**src/shared/slew_status_pkg.sv**
```systemverilog
// Register map, field layout and timing constants of the loop channel status readback.
package slew_status_pkg;

	localparam int unsigned ADDR_W                  = 16;
	localparam int unsigned DATA_W                  = 8;
	localparam int unsigned LEVEL_W                 = 12;
	localparam int unsigned NUM_DIV                 = 4;

	localparam logic [15:0] FREQ_LOCK_LEVEL_LOW_OFS = 16'h320B;
	localparam logic [15:0] FREQ_LOCK_LEVEL_HIGH_OFS = 16'h320C;
	localparam logic [15:0] SLEW_ACTIVE_OFS         = 16'h320D;
	localparam logic [15:0] SLEW_ERROR_OFS          = 16'h320E;
	localparam logic [15:0] UPDATE_CMD_OFS          = 16'h3210;
	localparam logic [15:0] IRQ_STATUS_OFS          = 16'h3211;
	localparam logic [15:0] IRQ_MASK_OFS            = 16'h3212;

	localparam int unsigned UPDATE_CMD_BIT          = 0;

	localparam int unsigned DIV_A_PRIMARY_BIT       = 0;
	localparam int unsigned DIV_A_COMPLEMENT_BIT    = 1;
	localparam int unsigned DIV_B_PRIMARY_BIT       = 2;
	localparam int unsigned DIV_B_COMPLEMENT_BIT    = 3;

	localparam int unsigned IRQ_SNAPSHOT_BIT        = 0;
	localparam int unsigned IRQ_ERROR_BIT           = 1;
	localparam int unsigned IRQ_W                   = 2;

	localparam logic [7:0]  ZERO_BYTE               = 8'h00;
	localparam logic [1:0]  IRQ_MASK_RESET          = 2'h0;
	localparam logic [11:0] LEVEL_RESET             = 12'h000;
	localparam logic [3:0]  FLAGS_RESET             = 4'h0;

	localparam int unsigned SYNC_STAGES             = 2;

endpackage : slew_status_pkg
```
**src/core/dpll_channel_status_readback.sv**
```systemverilog
// Snapshot status readback of the second loop channel with event interrupt.
//
// Functional notes
// Frequency lock detector level is 12 bits: low byte, then high nibble next.
// Software must issue update strobe right before reading for fresh values.
// Four read-only flags, one per divider, high while phase slew runs.
// Four read-only error flags, high when requested phase adjustment cannot finish.
// Flag order from bit 0: A primary, A complement, B primary, B complement.
// Flag fields occupy bits 3..0; all reserved upper bits read zero.
//
// Implementation choice: the strobed register port.
`timescale 1ns/100ps
`default_nettype none
module dpll_channel_status_readback
	import slew_status_pkg::*;
(
	input  wire logic              sys_clk,
	input  wire logic              rstn,
	input  wire logic [ADDR_W-1:0] reg_addr,
	input  wire logic [DATA_W-1:0] reg_wdata,
	input  wire logic              reg_wr,
	input  wire logic              reg_rd,
	output var  logic [DATA_W-1:0] reg_rdata,
	input  wire logic [LEVEL_W-1:0] freq_lock_detector_level,
	input  wire logic              divider_a_primary_slewing,
	input  wire logic              divider_a_complement_slewing,
	input  wire logic              divider_b_primary_slewing,
	input  wire logic              divider_b_complement_slewing,
	input  wire logic              divider_a_primary_fail,
	input  wire logic              divider_a_complement_fail,
	input  wire logic              divider_b_primary_fail,
	input  wire logic              divider_b_complement_fail,
	output var  logic              irq
);

	logic [LEVEL_W-1:0]  level_synced;
	logic [NUM_DIV-1:0]  active_raw;
	logic [NUM_DIV-1:0]  error_raw;
	logic [NUM_DIV-1:0]  active_sync;
	logic [NUM_DIV-1:0]  error_sync;

	logic [LEVEL_W-1:0]  level_reg;
	logic [NUM_DIV-1:0]  active_reg;
	logic [NUM_DIV-1:0]  error_reg;
	logic [IRQ_W-1:0]    irq_status_reg;
	logic [IRQ_W-1:0]    irq_status_next;
	logic [IRQ_W-1:0]    irq_mask_reg;
	logic [DATA_W-1:0]   rdata_next;

	wire                 update_hit;
	wire                 mask_wr_hit;
	wire                 status_rd_hit;
	wire [IRQ_W-1:0]     irq_events;
	wire [NUM_DIV-1:0]   new_errors;

	// Divider flags are packed so that the bit index is the divider position.
	assign active_raw[DIV_A_PRIMARY_BIT]    = divider_a_primary_slewing;
	assign active_raw[DIV_A_COMPLEMENT_BIT] = divider_a_complement_slewing;
	assign active_raw[DIV_B_PRIMARY_BIT]    = divider_b_primary_slewing;
	assign active_raw[DIV_B_COMPLEMENT_BIT] = divider_b_complement_slewing;
	assign error_raw[DIV_A_PRIMARY_BIT]     = divider_a_primary_fail;
	assign error_raw[DIV_A_COMPLEMENT_BIT]  = divider_a_complement_fail;
	assign error_raw[DIV_B_PRIMARY_BIT]     = divider_b_primary_fail;
	assign error_raw[DIV_B_COMPLEMENT_BIT]  = divider_b_complement_fail;

	level_sync #(
		.WIDTH(LEVEL_W + 2 * NUM_DIV)
	) u_sync (
		.sys_clk (sys_clk),
		.rstn    (rstn),
		.async_in({freq_lock_detector_level, active_raw, error_raw}),
		.sync_out({level_synced, active_sync, error_sync})
	);

	assign update_hit    = reg_wr && (reg_addr == UPDATE_CMD_OFS) && reg_wdata[UPDATE_CMD_BIT];
	assign mask_wr_hit   = reg_wr && (reg_addr == IRQ_MASK_OFS);
	assign status_rd_hit = reg_rd && (reg_addr == IRQ_STATUS_OFS);

	// An error event is a divider failing that was clear in the last snapshot.
	assign new_errors = error_sync & ~error_reg;

	assign irq_events[IRQ_SNAPSHOT_BIT] = update_hit;
	assign irq_events[IRQ_ERROR_BIT]    = update_hit && (|new_errors);

	// Set wins over the read that clears, so an event in the read cycle survives.
	assign irq_status_next = (status_rd_hit ? '0 : irq_status_reg) | irq_events;

	// Snapshot registers only move on an update command, so reads are coherent.
	always_ff @(posedge sys_clk) begin
		if (!rstn) begin
			level_reg  <= LEVEL_RESET;
			active_reg <= FLAGS_RESET;
			error_reg  <= FLAGS_RESET;
		end else if (update_hit) begin
			level_reg  <= level_synced;
			active_reg <= active_sync;
			error_reg  <= error_sync;
		end
	end

	always_ff @(posedge sys_clk) begin
		if (!rstn) begin
			irq_status_reg <= IRQ_MASK_RESET;
			irq_mask_reg   <= IRQ_MASK_RESET;
		end else begin
			irq_status_reg <= irq_status_next;
			if (mask_wr_hit) begin
				irq_mask_reg <= reg_wdata[IRQ_W-1:0];
			end
		end
	end

	always_comb begin
		rdata_next = ZERO_BYTE;
		case (reg_addr)
			FREQ_LOCK_LEVEL_LOW_OFS:  rdata_next = level_reg[7:0];
			FREQ_LOCK_LEVEL_HIGH_OFS: rdata_next = {4'h0, level_reg[LEVEL_W-1:8]};
			SLEW_ACTIVE_OFS:          rdata_next = {4'h0, active_reg};
			SLEW_ERROR_OFS:           rdata_next = {4'h0, error_reg};
			IRQ_STATUS_OFS:           rdata_next = {6'h00, irq_status_reg};
			IRQ_MASK_OFS:             rdata_next = {6'h00, irq_mask_reg};
			default:                  rdata_next = ZERO_BYTE;
		endcase
	end

	// Read data is held only in the cycle after the strobe and is zero otherwise.
	always_ff @(posedge sys_clk) begin
		if (!rstn) begin
			reg_rdata <= ZERO_BYTE;
		end else begin
			reg_rdata <= reg_rd ? rdata_next : ZERO_BYTE;
		end
	end

	assign irq = |(irq_status_reg & irq_mask_reg);
endmodule : dpll_channel_status_readback
`default_nettype wire

```
**src/core/level_sync.sv**
```systemverilog
// Two flip-flop synchroniser for a bundle of independent status levels.
`timescale 1ns/100ps
`default_nettype none
module level_sync
	import slew_status_pkg::*;
#(
	parameter int unsigned WIDTH = 1
) (
	input  wire logic             sys_clk,
	input  wire logic             rstn,
	input  wire logic [WIDTH-1:0] async_in,
	output var  logic [WIDTH-1:0] sync_out
);

	logic [WIDTH-1:0] meta_reg;

	// Each bit is synchronised alone; the lock level crosses as a slowly moving value
	// and a snapshot taken mid-change may hold a mix of old and new bits.
	always_ff @(posedge sys_clk) begin
		if (!rstn) begin
			meta_reg <= '0;
			sync_out <= '0;
		end else begin
			meta_reg <= async_in;
			sync_out <= meta_reg;
		end
	end

endmodule : level_sync
`default_nettype wire

```
**config.mk**
```make
export PLATFORM = sky130hd
export DESIGN_NAME = dpll_channel_status_readback
export DESIGN_NICKNAME = d
export VERILOG_FILES = /design/src/shared/slew_status_pkg.sv /design/src/core/dpll_channel_status_readback.sv /design/src/core/level_sync.sv
export SDC_FILE = /design/constraint.sdc
export NUM_CORES = 1
export LEC_CHECK = 0
export BUFFER_PORTS_ARGS = -buffer_cell sky130_fd_sc_hd__buf_2
export CAP_MARGIN = 20
export CORE_MARGIN = 3
export CORE_UTILIZATION = 40
export DETAILED_ROUTE_END_ITERATION = 7
export GPL_TIMING_DRIVEN = 0
export PLACE_DENSITY = 0.66
export SYNTH_ARGS = -nofsm -noshare
export SYNTH_HDL_FRONTEND = slang
export SYNTH_HIERARCHICAL = 1
export SYNTH_SLANG_ARGS = --single-unit
```
**constraint.sdc**
```tcl
create_clock -name sys_clk -period 5 [get_ports sys_clk]
set_input_delay 0.25 -clock sys_clk [delete_from_list [all_inputs] [get_ports sys_clk]]
set_output_delay 0.25 -clock sys_clk [all_outputs]
set_load 0.02 [all_outputs]
```
# After elaboration in Yosys (flattened, before gate mapping)
# Cells that the tools add are included.
dict set report word_totals {
  ff_bits 72
  latchBits 0
  ramBits 0
  mem_bits_ro 0
  inputBits 48
  out_inout_bits 9
  memories 0
}
dict set report classes {
  n_addsub 0
  n_mul 0
  n_div 0
  n_lt_le_gt_ge 0
  n_eq_ne 7
  n_shift 0
  mux 2
  bitwise 4
  reduce_logical 8
}
# cell n
set op_table {}
lappend op_table {{$eq A16 B14 Y1 const B} 7}
lappend op_table {{$pmux W8 S6} 1}
lappend op_table {{$logic_and A1 B1 Y1} 5}
lappend op_table {{$and A4 B4 Y4} 1}
lappend op_table {{$not A4 Y4} 1}
lappend op_table {{$reduce_or A4 Y1} 1}
lappend op_table {{$and A2 B2 Y2} 1}
lappend op_table {{$mux W2} 1}
lappend op_table {{$or A2 B2 Y2} 1}
lappend op_table {{$reduce_and A2 Y1} 1}
lappend op_table {{$reduce_or A2 Y1} 1}

# Longest topological paths before layout
dict set report logic_depth {
  ltp_word 5
  ltp_mapped 6
  mapped_depth_nobuf 4
}

# Modules after synthesis
# The synthesis kept the hierarchy.
# mod instances cells_per_inst area_per_inst_um2
set by_module_without_submodules {}
lappend by_module_without_submodules {dpll_channel_status_readback 1 188 1627.8}
lappend by_module_without_submodules {level_sync 1 84 1107.3}

# Worst setup path after synthesis
# No wires, ideal clock.
dict set report synth_path {
  path_kind {input -> register}
  start {in reg_addr[8]}
  end {reg active_reg[0]}
  setup_ns 0.132
  arrival_time_ns 1.637
  t_required_ns 4.868
  setup_slack_ns 3.231
  stages 6
  path_cell_list {or4b_4 buf_6 or3_4 buf_6 o21ai_1 a21oi_1}
}
dict set report synth_between {
  elab_chain_cells 3
}
# item line_no
set synth_lines {}
lappend synth_lines {{from (decl)} dpll_channel_status_readback.sv:19} ;# input wire logic [ADDR_W-1:0] reg_addr,
lappend synth_lines {{$eq A16 B14 Y1} dpll_channel_status_readback.sv:75} ;# assign update_hit = reg_wr && (reg_addr == UPDATE_CMD_OFS) && reg_wdata[UPDATE_CMD_BIT];
lappend synth_lines {{$logic_and A1 B1 Y1 (2 in a row)} dpll_channel_status_readback.sv:75}
lappend synth_lines {{to (signal assigned)} dpll_channel_status_readback.sv:96} ;# active_reg <= active_sync;
lappend synth_lines {{to (decl)} dpll_channel_status_readback.sv:43} ;# logic [NUM_DIV-1:0] active_reg;
# Every way passes these cells.
# A chain may end at the register's enable or synchronous reset.

# Worst setup path after layout
dict set report layout_path {
  start {in reg_addr[8]}
  end {reg active_reg[2]}
}
# Same word-level chain as after synthesis.

==> results.ini <==
[setup_path]
cp.required_ps = 5200
cp-end-kind = flip-flop
worst_setup_path_start_kind = input pin
cpMostUsedCell = buf_6
critPathMaxStageDelay_ps = 520
path_cells = buf_2, or4b_4, buf_6, or3_4, buf_6, o21ai_1, a21oi_1
cp_slowest_cell = or4b_4
r2r_slack_ps = 4100
crit-reg2reg-launch = irq_mask_reg[0]
reg2reg_to = reg_rdata[0]
arrival_ps = 1820
crit_path_start = reg_addr[8]
ff2ff_path_depth = 3
path_max_fanout = 10
critPathKind = in -> reg

[timing]
hold_viol_final = 0
setup_viol = 0
fin_crit_ps = 1620
rsz0062_at_grt = no
fmax_ghz = 0.619
finClkSkew_ps = 10.9
slew_headroom_pct = 56.0
timing.hold.ws_ps = 109
period_share_pct = 32.3
worst_pin_slew_ps = 651
fin_tns_setup_ps = 0
slew_violations = 0

[routing]
viasPerCell = 5.08
avgRoutedWirePerCell_um = 13.0
dr.pass1.iters = 4
dr_total_vias = 2113
drt-total-wl_um = 5410
drt-initial-drc-count = 104
drc_errors = 0
drtAntennaViolNets = 0

[floorplanning]
coreArea_mm2 = 0.00649
start_util_pct = 42.1
dieArea_mm2 = 0.00787
die_w_um = 88.7
pin_count = 57
num_rows = 29
die_y_um = 88.7

[clock_tree]
path_clk_slew_ps = 70
cts.sinks = 72
cts_root_buffer = clkbuf_8
clock_latency_ps = 340
clockBufferDepth = 2
htree_levels = 3
postCtsSetupBuffers = 0
cts_tree = done
numCtsBuffers = 9
cts.repair.resized = 0
cts-hold-fix-buffers = 0

[synth]
synth_edf_count = 0
synth_most_common_cell = dfxtp_1
ys_warn_count = 6
synth_top_area_share_pct = 52.7
netlist.top_cell.by_area = dfxtp_1
syn_area_per_cell_um2 = 10.1
syn_inst = 272
ys_top_cells_by_area = dfxtp_1 (53%), and2_2 (8.0%), a21oi_1 (5.3%), nand3_1 (5.1%), o21ai_1 (4.4%)
synthesis.area_mm2 = 0.00274
syn_nets = 320
yosysUniqueCellTypes = 44
ys_seq_area_share_pct = 52.7
synthTopCellsByCount = dfxtp_1 (72), a21oi_1 (29), and2_2 (29)
synth-seq-cells = 72
synth-main-ff-cell = dfxtp_1
synthArstFlopShare_pct = 0

[finish]
final_net_count = 382
fillers = 628
area_delta_synth_final_pct = 19.8
multi_input_area_mm2 = 0.00112
drive_gt1_share_pct = 34.5
seq_area_mm2 = 0.00144
antenna_cells = 0

[hold_path]
hold_path_end = u_sync/meta_reg[2]
min_delay_path_depth = 2
worstHoldStart = divider_b_primary_fail
hold_class = in -> reg

[placement]
portBuffers = 50
dp_hpwl_um = 3950
globalplace.congestion = 0.798

[grt]
grt_pass1_wl_um = 8590
grt_pass1_vias = 1885
antenna_found_initial = 0
grt_max_degree = 13
overflow = 0
grt_usage_pct = 14.4

[power_and_ir_drop]
p_per_area_mw_per_mm2 = 330
leakagePower_nw = 1.30
ir_drop_v = 0.000217

[flow_run]
drv_cap = 0

[run_status]
status = finished clean

metal layers:
metal / track usage, % / vias up / share of wire [%]
li1: - / 1080 / -
met1: 18.6 / 944 / 46
met2: 21.5 / 78 / 43
met3: 4.84 / 11 / 8.8
met4: 7.42 / 0 / 2.3
met5: 0 / - / 0
cell families after synthesis:
kind of cell / after synthesis / synth area share [%]
flops: 72 / 52.7
compound gates: 67 / 13.9
simple gates: 106 / 26.2
buf+inv: 25 / 6.40
mux: 2 / 0.823
final cells by class:
class,count,area share (%)
plain buffers,19,4.66
clock buffers,11,4.01
clock inverters,5,1.72
inverters,6,0.687
multi-input cells,175,34.1
flip-flops and latches,72,44.0
well taps,77,2.94
repair buffers,51,7.87
through the flow:
step	worst slack (ps)	area, um2	utilization, %	std cells	total power, mW
CTS	3400	3270	50.3	415	1.09
floorplan	3230	2740	-	272	0.633
finish	3380	3280	50.5	416	1.08
detailed placement	3040	3080	47.4	399	0.659
global placement	3060	3080	47.4	399	0.658
global route	3280	3280	50.5	416	1.12
how the worst max path moves through the flow:
stage	endpoint	slack (ps)	cells past startpoint
detailed placement	level_reg[11]	3040	7
finish	active_reg[2]	3380	7
global placement	level_reg[0]	3060	7
CTS	active_reg[2]	3400	7
floorplan	active_reg[0]	3230	6
global route	error_reg[0]	3280	6
power by group:
part	total [mW]	switching, mW	internal, mW
clock network	0.437	0.206	0.231
logic	0.0541	0.0258	0.0283
registers	0.592	0.00360	0.588
critical path: cells and delay by family:
family / cells / cell delay, ps
AO/OA/AOI/OAI: 2 / 220
buffers and inverters: 3 / 400
AND/OR/NAND/NOR: 2 / 930
layout by cell type (no fill, tap or decap), types with 2 or more instances in the layout:
cell type  netlist  routed
nand4_1          3       3
nand3_1         28      28
o22ai_1          2       2
inv_1            6       6
mux2_2           2       2
a22o_1           3       3
a21oi_1         29      29
nor2_1           2       2
and2_2          29      29
buf_2            0      50
and3_1           7       7
clkbuf_8         4      13
clkbuf_4         1       2
nand2_1          5       5
a32oi_1          5       5
nor4b_1          2       2
o21ai_1         24      24
buf_6            3       3
clkinv_2         0       2
clkbuf_1         5       7
dfxtp_1         72      72
clkbuf_2         4       4
nand2b_1         3       3
and2_1          11      11
Note: power is estimated with default switching activity, not from simulation.
